===== src/rtl/acc_pkg.sv =====
// acc_pkg: register map, field layouts and carrier types for the
// four-comparator control block.
// assumes an APB slave with 32-bit data and one aligned word per register.
package acc_pkg;

   localparam int ACC_N      = 4;
   localparam int ACC_NSRC   = 7;
   localparam int ACC_NAMP   = 3;
   localparam int ACC_RAW_W  = (ACC_N + ACC_NAMP) * ACC_NSRC;
   localparam int ACC_AMP_LO = ACC_N * ACC_NSRC;

   // byte offsets on the bus
   localparam logic [7:0] ACC_CTRL0_OFS  = 8'h00;
   localparam logic [7:0] ACC_CTRL1_OFS  = 8'h04;
   localparam logic [7:0] ACC_CTRL2_OFS  = 8'h08;
   localparam logic [7:0] ACC_CTRL3_OFS  = 8'h0c;
   localparam logic [7:0] ACC_STATUS_OFS = 8'h10;
   localparam logic [7:0] ACC_CONFIG_OFS = 8'h14;
   localparam logic [7:0] ACC_MASK_OFS   = 8'h18;

   // values after reset
   localparam logic [7:0] ACC_CTRL_RST   = 8'h00;
   localparam logic [6:0] ACC_CONFIG_RST = 7'h00;
   localparam logic [3:0] ACC_MASK_RST   = 4'h0;

   // writable bits of a control register; bit 3 only exists on 0 and 1
   localparam logic [7:0] ACC_CTRL_WMASK_LO = 8'hff;
   localparam logic [7:0] ACC_CTRL_WMASK_HI = 8'hf7;

   // status layout: results low nibble, sticky flags high nibble
   localparam int ACC_STAT_RES_LSB  = 0;
   localparam int ACC_STAT_FLAG_LSB = 4;
   // mask register uses the flag positions of the status register
   localparam int ACC_MASK_LSB      = 4;

   typedef enum logic [1:0] {
      ACC_SENS_TOGGLE = 2'b00,
      ACC_SENS_RSVD   = 2'b01,
      ACC_SENS_FALL   = 2'b10,
      ACC_SENS_RISE   = 2'b11
   } acc_sens_t;

   localparam logic [2:0] ACC_NSEL_RSVD = 3'b111;

   // one comparator control register
   typedef struct packed {
      logic      on;
      logic      irq_allow;
      acc_sens_t sens;
      logic      opt;    // clock source on 0, capture route on 1
      logic [2:0] nsel;
   } acc_ctrl_t;

   // shared configuration register
   typedef struct packed {
      logic [1:0] adc_ref;
      logic [2:0] amp_route;
      logic       cap_edge;
      logic       halve;
   } acc_cfg_t;

   typedef struct packed {
      logic [7:0]  paddr;
      logic        psel;
      logic        penable;
      logic        pwrite;
      logic [31:0] pwdata;
   } acc_apb_req_t;

endpackage : acc_pkg


===== src/rtl/acc_comparators.sv =====
// acc_comparators: digital control of four clocked comparators with an
// APB register file, sticky flags, interrupt and timer capture routing.
// assumes analog front ends that report, per negative source, whether
// the positive input is above it; tick inputs are sys_clk enables.
//
// The APB register port and the register offsets are this design's own decisions.
`timescale 1ns/1ps

// Overview of operation
// - result high when positive exceeds selected negative
// - sample on I/O clock tick or half
// - per-comparator interrupt, rise fall or toggle
// - flags drive conversion triggers regardless of enable
// - comparator 1 may trigger timer input capture
// - separate controls, one shared status register
// - amplifier route swaps positive input and clock
// - bit 7 enables each comparator
// - bit 6 gates the interrupt request
// - bits 5:4 pick toggle, reserved, fall, rise
// - comparator 0 bit 3 selects PLL clock
// - bits 2:0 select the negative input
// - reference ladder follows the ADC reference select
// - comparator 1 has its own enable
// - codes 011 and 100 give ladder/1.60, bandgap
// - comparator 1 bit 3 routes to capture
// - capture edge follows the capture edge select
module acc_comparators (
   input  wire logic                     sys_clk,
   input  wire logic                     rst_n,
   input  wire acc_pkg::acc_apb_req_t    apb_req,
   output logic [31:0]                   prdata,
   output logic                          pready,
   output logic                          pslverr,
   input  wire logic [3:0][6:0]          pos_above,
   input  wire logic [2:0][6:0]          amp_above,
   input  wire logic [2:0]               amp_tick,
   input  wire logic                     pll_tick,
   output logic [3:0]                    comparator_on,
   output logic [3:0][2:0]               negative_selector,
   output logic [1:0]                    ladder_ref_select,
   output logic [3:0]                    comparator_result,
   output logic [3:0]                    conv_trigger,
   output logic                          capture_input,
   output logic                          capture_event,
   output logic                          irq
);
   import acc_pkg::*;

   function automatic logic acc_trigger(input acc_sens_t sens,
                                        input logic      cur,
                                        input logic      prev);
      logic hit;
      hit = 1'b0;
      unique case (sens)
         ACC_SENS_TOGGLE: hit = cur ^ prev;
         ACC_SENS_FALL:   hit = prev & ~cur;
         ACC_SENS_RISE:   hit = cur & ~prev;
         ACC_SENS_RSVD:   hit = 1'b0;
      endcase
      return hit;
   endfunction : acc_trigger

   // index of the above-bit for each negative code; 111 has none
   function automatic logic acc_pick(input logic [6:0] above,
                                     input logic [2:0] nsel);
      logic v;
      v = 1'b0;
      if (nsel != ACC_NSEL_RSVD) begin
         v = above[nsel];
      end
      return v;
   endfunction : acc_pick

   function automatic logic [7:0] acc_ctrl_ofs(input int i);
      logic [7:0] o;
      o = ACC_CTRL0_OFS;
      unique case (i)
         1:       o = ACC_CTRL1_OFS;
         2:       o = ACC_CTRL2_OFS;
         3:       o = ACC_CTRL3_OFS;
         default: o = ACC_CTRL0_OFS;
      endcase
      return o;
   endfunction : acc_ctrl_ofs

   acc_ctrl_t              ctrl_q [ACC_N];
   acc_cfg_t               cfg_q;
   logic [3:0]             mask_q;
   logic [3:0]             flag_q;
   logic [3:0]             res_q;
   logic [3:0]             res_d;
   logic [3:0]             res_prev_q;
   logic [3:0]             set_ev;
   logic [3:0]             tick;
   logic [ACC_RAW_W-1:0]   raw_s1_q;
   logic [ACC_RAW_W-1:0]   raw_s2_q;
   logic [ACC_RAW_W-1:0]   raw_s3_q;
   logic [ACC_RAW_W-1:0]   raw_f_q;
   logic                   div_q;
   logic                   io_tick;
   logic [31:0]            rdata;
   logic                   mapped;
   logic                   setup;
   logic                   wr_en;
   logic [3:0]             flag_clr;
   logic [31:0]            prdata_q;
   logic                   pready_q;
   logic                   pslverr_q;
   logic                   cap_in_q;
   logic                   cap_ev_q;
   logic                   irq_q;
   logic [3:0]             allow_s;

   // ---------------- APB slave ----------------
   assign setup = apb_req.psel & ~apb_req.penable;
   assign wr_en = apb_req.psel & apb_req.penable & pready_q
                  & apb_req.pwrite & ~pslverr_q;

   always_comb begin
      mapped = 1'b0;
      rdata  = 32'h0000_0000;
      for (int i = 0; i < ACC_N; i++) begin
         if (apb_req.paddr == acc_ctrl_ofs(i)) begin
            mapped     = 1'b1;
            rdata[7:0] = ctrl_q[i];
         end
      end
      unique case (apb_req.paddr)
         ACC_STATUS_OFS: begin
            mapped = 1'b1;
            rdata[ACC_STAT_RES_LSB +: 4]  = res_q;
            rdata[ACC_STAT_FLAG_LSB +: 4] = flag_q;
         end
         ACC_CONFIG_OFS: begin
            mapped     = 1'b1;
            rdata[6:0] = cfg_q;
         end
         ACC_MASK_OFS: begin
            mapped = 1'b1;
            rdata[ACC_MASK_LSB +: 4] = mask_q;
         end
         default: ;
      endcase
   end

   // zero wait states: answer prepared in the setup cycle
   always_ff @(posedge sys_clk) begin
      if (!rst_n) begin
         prdata_q  <= 32'h0000_0000;
         pready_q  <= 1'b0;
         pslverr_q <= 1'b0;
      end else begin
         pready_q  <= setup;
         pslverr_q <= setup & ~mapped;
         if (setup) begin
            prdata_q <= apb_req.pwrite ? 32'h0000_0000 : rdata;
         end
      end
   end

   // ---------------- registers ----------------
   always_ff @(posedge sys_clk) begin
      if (!rst_n) begin
         for (int i = 0; i < ACC_N; i++) begin
            ctrl_q[i] <= ACC_CTRL_RST;
         end
      end else if (wr_en) begin
         for (int i = 0; i < ACC_N; i++) begin
            if (apb_req.paddr == acc_ctrl_ofs(i)) begin
               // bit 3 of comparators 2 and 3 is reserved, reads zero
               ctrl_q[i] <= apb_req.pwdata[7:0]
                            & ((i < 2) ? ACC_CTRL_WMASK_LO
                                       : ACC_CTRL_WMASK_HI);
            end
         end
      end
   end

   always_ff @(posedge sys_clk) begin
      if (!rst_n) begin
         cfg_q  <= ACC_CONFIG_RST;
         mask_q <= ACC_MASK_RST;
      end else if (wr_en) begin
         if (apb_req.paddr == ACC_CONFIG_OFS) begin
            cfg_q <= apb_req.pwdata[6:0];
         end
         if (apb_req.paddr == ACC_MASK_OFS) begin
            mask_q <= apb_req.pwdata[ACC_MASK_LSB +: 4];
         end
      end
   end

   // ---------------- input synchroniser ----------------
   // a bit changes only once stages two and three agree, filtering
   // single-cycle glitches from the comparator cores
   always_ff @(posedge sys_clk) begin
      if (!rst_n) begin
         raw_s1_q <= '0;
         raw_s2_q <= '0;
         raw_s3_q <= '0;
         raw_f_q  <= '0;
      end else begin
         raw_s1_q <= {amp_above, pos_above};
         raw_s2_q <= raw_s1_q;
         raw_s3_q <= raw_s2_q;
         for (int b = 0; b < ACC_RAW_W; b++) begin
            if (raw_s2_q[b] == raw_s3_q[b]) begin
               raw_f_q[b] <= raw_s3_q[b];
            end
         end
      end
   end

   // ---------------- sampling clocks ----------------
   always_ff @(posedge sys_clk) begin
      if (!rst_n) begin
         div_q <= 1'b0;
      end else begin
         div_q <= ~div_q;
      end
   end

   assign io_tick = cfg_q.halve ? div_q : 1'b1;

   always_comb begin
      logic [3:0] route;
      logic [3:0] atick;
      route = {1'b0, cfg_q.amp_route};
      atick = {1'b0, amp_tick};
      for (int i = 0; i < ACC_N; i++) begin
         if (route[i]) begin
            tick[i] = atick[i];
         end else if (i == 0 && ctrl_q[0].opt) begin
            tick[i] = pll_tick;
         end else begin
            tick[i] = io_tick;
         end
      end
   end

   // ---------------- comparison results ----------------
   always_comb begin
      logic [3:0] route;
      logic [6:0] above;
      route = {1'b0, cfg_q.amp_route};
      above = 7'h00;
      for (int i = 0; i < ACC_N; i++) begin
         if (route[i]) begin
            above = raw_f_q[ACC_AMP_LO + i * ACC_NSRC +: ACC_NSRC];
         end else begin
            above = raw_f_q[i * ACC_NSRC +: ACC_NSRC];
         end
         if (!ctrl_q[i].on) begin
            res_d[i] = 1'b0;
         end else if (ctrl_q[i].nsel == ACC_NSEL_RSVD) begin
            res_d[i] = 1'b0;
         end else if (tick[i]) begin
            res_d[i] = acc_pick(above, ctrl_q[i].nsel);
         end else begin
            res_d[i] = res_q[i];
         end
      end
   end

   always_ff @(posedge sys_clk) begin
      if (!rst_n) begin
         res_q      <= 4'h0;
         res_prev_q <= 4'h0;
      end else begin
         res_q      <= res_d;
         res_prev_q <= res_q;
      end
   end

   // ---------------- flags and interrupt ----------------
   always_comb begin
      for (int i = 0; i < ACC_N; i++) begin
         set_ev[i] = ctrl_q[i].on
                     & (ctrl_q[i].nsel != ACC_NSEL_RSVD)
                     & acc_trigger(ctrl_q[i].sens, res_q[i],
                                   res_prev_q[i]);
      end
   end

   assign flag_clr = (wr_en && apb_req.paddr == ACC_STATUS_OFS)
                     ? apb_req.pwdata[ACC_STAT_FLAG_LSB +: 4] : 4'h0;

   // set beats a simultaneous write-one clear
   always_ff @(posedge sys_clk) begin
      if (!rst_n) begin
         flag_q <= 4'h0;
      end else begin
         flag_q <= (flag_q & ~flag_clr) | set_ev;
      end
   end

   always_comb begin
      for (int i = 0; i < ACC_N; i++) begin
         allow_s[i] = ctrl_q[i].irq_allow;
      end
   end

   always_ff @(posedge sys_clk) begin
      if (!rst_n) begin
         irq_q <= 1'b0;
      end else begin
         irq_q <= |(flag_q & mask_q & allow_s);
      end
   end

   // ---------------- timer capture route ----------------
   always_ff @(posedge sys_clk) begin
      if (!rst_n) begin
         cap_in_q <= 1'b0;
         cap_ev_q <= 1'b0;
      end else begin
         cap_in_q <= ctrl_q[1].opt & res_q[1];
         cap_ev_q <= ctrl_q[1].opt
                     & (cfg_q.cap_edge ? (res_q[1] & ~res_prev_q[1])
                                       : (res_prev_q[1] & ~res_q[1]));
      end
   end

   // ---------------- outputs ----------------
   always_comb begin
      for (int i = 0; i < ACC_N; i++) begin
         comparator_on[i]     = ctrl_q[i].on;
         negative_selector[i] = ctrl_q[i].nsel;
      end
   end

   assign ladder_ref_select = cfg_q.adc_ref;
   assign comparator_result = res_q;
   assign conv_trigger      = flag_q;
   assign capture_input     = cap_in_q;
   assign capture_event     = cap_ev_q;
   assign irq               = irq_q;
   assign prdata            = prdata_q;
   assign pready            = pready_q;
   assign pslverr           = pslverr_q;

   for (genvar g = 0; g < ACC_N; g++) begin : g_chk

   end
endmodule : acc_comparators


===== config.mk =====
export PLATFORM = sky130hd
export DESIGN_NAME = acc_comparators
export DESIGN_NICKNAME = d
export VERILOG_FILES = /design/src/rtl/acc_pkg.sv /design/src/rtl/acc_comparators.sv
export SDC_FILE = /design/constraint.sdc
export NUM_CORES = 1
export LEC_CHECK = 0
export BUFFER_PORTS_ARGS = -buffer_cell sky130_fd_sc_hd__buf_4
export CORE_MARGIN = 2
export CORE_UTILIZATION = 56
export CTS_BUF_LIST = sky130_fd_sc_hd__clkbuf_16
export CTS_CLUSTER_SIZE = 28
export DETAILED_ROUTE_END_ITERATION = 6
export HOLD_SLACK_MARGIN = 0.1
export PLACE_DENSITY = 0.77
export SLEW_MARGIN = 10
export SYNTH_ARGS = -nofsm -noshare
export SYNTH_HDL_FRONTEND = slang
export SYNTH_SLANG_ARGS = --single-unit

===== constraint.sdc =====
create_clock -name sys_clk -period 2.9 [get_ports sys_clk]
set_input_delay 0.435 -clock sys_clk [delete_from_list [all_inputs] [get_ports sys_clk]]
set_output_delay 0.435 -clock sys_clk [all_outputs]
set_load 0.02 [all_outputs]

==> reports/metrics.cfg <==
[worst_setup_path]
crit_path_start_kind = flip-flop
setup.worst_path.class = flip-flop to flip-flop
crit_path_max_fanout = 11
required_ps = 3290
worstPathArrival_ps = 2260
startpoint = pslverr
timing.rr.start = pslverr
critPathCaptureType = flip-flop

[global_route]
grt_pass1_wl_um = 31170
grt_usage = 0.2128
gr-total-overflow = 0
first_global_vias = 6291
antenna_found_initial = 0
grt_max_degree = 100

[clock_network]
cts_root_buffer = clkbuf_16
cts_hold_buffers = 0
post_cts_buffers = 0
cts_buffer_depth = 3
h-tree-depth = 1
cts_buffers = 25
clkTransAtPathRegs_ps = 60
ctsResizeCount = 0
clock_sinks = 263
clock_latency_ps = 520
cts_tree = built

[yosys]
yosysUniqueCellTypes = 54
ys_seq_elements = 263
syn_area_per_cell_um2 = 10.77
synthFlopType = dfxtp_1
yosysSeqAreaShare = 0.5761
synth-edff-count = 30
synth_area_um2 = 9661
syn_inst = 897
synthArstFlopShare = 0
synth_warnings = 0

[cells_and_area]
fin_util = 0.6607
n_antenna_cell = 0
design_area_um2 = 11270
final_common_cell = dfxtp_1
syn_to_final_growth_pct = 16.66
drive_gt1_frac = 0.1897
layout_common_cells = 233 x dfxtp_1, 172 x and2_1, 124 x buf_4
num-nets-final = 1096

[drt]
routed_wl_um = 19090
viasPerCell = 5.236
drtPass1Iterations = 5
drc_errors = 0
route.vias.total = 6451
antenna_left = 0
routedWlPerCell_um = 15.50
drt_iter0_markers = 434

[sta]
worst_pin_slew_ps = 754.6
maxSlewHeadroom = 0.4923
setup_viol = 0
finalSetupTns_ps = 0
period_share = 0.6470
drv_slew = 0
fin_crit_ps = 1876
hold_viol = 0
max_freq_ghz = 0.5330
rsz0062_at_grt = no
finClkSkew_ps = 8.029

[floorplanning]
die_h_um = 135.3
initial_core_util = 0.5664
dieArea_um2 = 18320
ioPinCount = 161
die_width_um = 135.3
num_rows = 48
core_area_um2 = 17060

[job]
cap_violations = 0

[power]
ir_worst_vdd_v = 0.0004526
p_total_mw = 7.354
power.leakage_nw = 4.498
power.density_nw_per_um2 = 652.6

[min_path]
min_from = pos_above[3]
min-delay-path-class = input port to flip-flop

[outcome]
status = completed

[placed_design]
dpl.hpwl_um = 13100
io_buffers = 112
gp_routability_congestion = 0.8717
place_area_um2 = 10440

-- stage by stage --
step	setup slack, ps	hold WS [ps]	cells
final	1024	124.8	1232
after detailed placement	760.6	417.7	1188
after floorplan	677.0	393.2	920
after CTS	1040	104.2	1232
after global routing	899.9	108.5	1232
after global placement	744.1	402.6	1188
-- path summary, 6_finish.rpt --
path                                        end  slack [ps]  cells past startpoint
worst min register to register      raw_s2_q[0]         430                      1
worst max register to register  conv_trigger[1]        1020                      4
worst max-delay path            conv_trigger[1]        1020                      4
worst min-delay path                raw_s1_q[3]         120                      2
-- final cells by class --
type / instances / area [um2]
clock buffers: 29 / 725.7
clock inverters: 15 / 100.1
fillers: 1360 / 5787
inverters: 16 / 60.06
multi-input cells: 560 / 3606
flip-flops and latches: 263 / 5565
well taps: 225 / 281.5
repair buffers: 124 / 930.9
-- cells in the mapped netlist, types with 4 or more instances --
cell type	count	area [um2]
edfxtp_1	30	900.9
buf_4	43	322.8
nand3_1	18	90.09
mux2i_1	24	240.2
dfxtp_1	233	4664
o21ai_0	67	335.3
mux4_2	13	292.8
o211ai_1	4	30.03
buf_2	4	20.02
clkbuf_1	24	90.09
buf_1	5	18.77
and2_1	172	1076
nor2_1	18	67.56
mux2_2	6	67.56
ha_1	8	100.1
nor3_1	6	30.03
a32o_1	7	70.07
inv_1	16	60.06
nand2_1	60	225.2
nand3b_1	5	37.54
o22ai_1	6	37.54
nor4_1	5	31.28
a21oi_1	65	325.3
-- cell families after synthesis --
logic type	share of synthesized area
AO/OA/AOI/OAI	0.1024
adder cells (fa/ha/maj)	0.01036
buffers and inverters	0.05958
flip-flops	0.5761
multiplexers	0.06217
other	0.0003882
AND/OR/NAND/NOR	0.1890
-- critical path: stages (launching register included) --
cell      delay, ps
dfxtp_1         310
and4b_1         420
nand4_1         440
o311ai_1        440
o21ai_0         130
-- sequential cells by signal, summed over array words and instances, names as in the netlist, 2 cells and up --
name,cells
raw_s3_q,49
prdata,8
raw_s1_q,49
res_prev_q,4
cfg_q,5
mask_q,4
ctrl_q,30
raw_s2_q,49
comparator_result,4
raw_f_q,49
ladder_ref_select,2
conv_trigger,4
-- power by group --
group / switching, mW / total, mW / internal, mW / leakage [nW]
combinational: 0.186 / 0.336 / 0.150 / 1.86
clock: 1.32 / 3.19 / 1.87 / 0.409
sequential: 0.0495 / 3.82 / 3.77 / 2.23
-- routing by layer --
layer  wire length, um  vias to the layer above  global-route usage
li1                  -                     3204                   -
met1              8198                     2992              0.2765
met2              9054                      199              0.3598
met3              1120                       56             0.03591
met4               717                        0             0.07813
met5                 0                        -                   0
No activity file was read; power rests on OpenSTA's default activity.
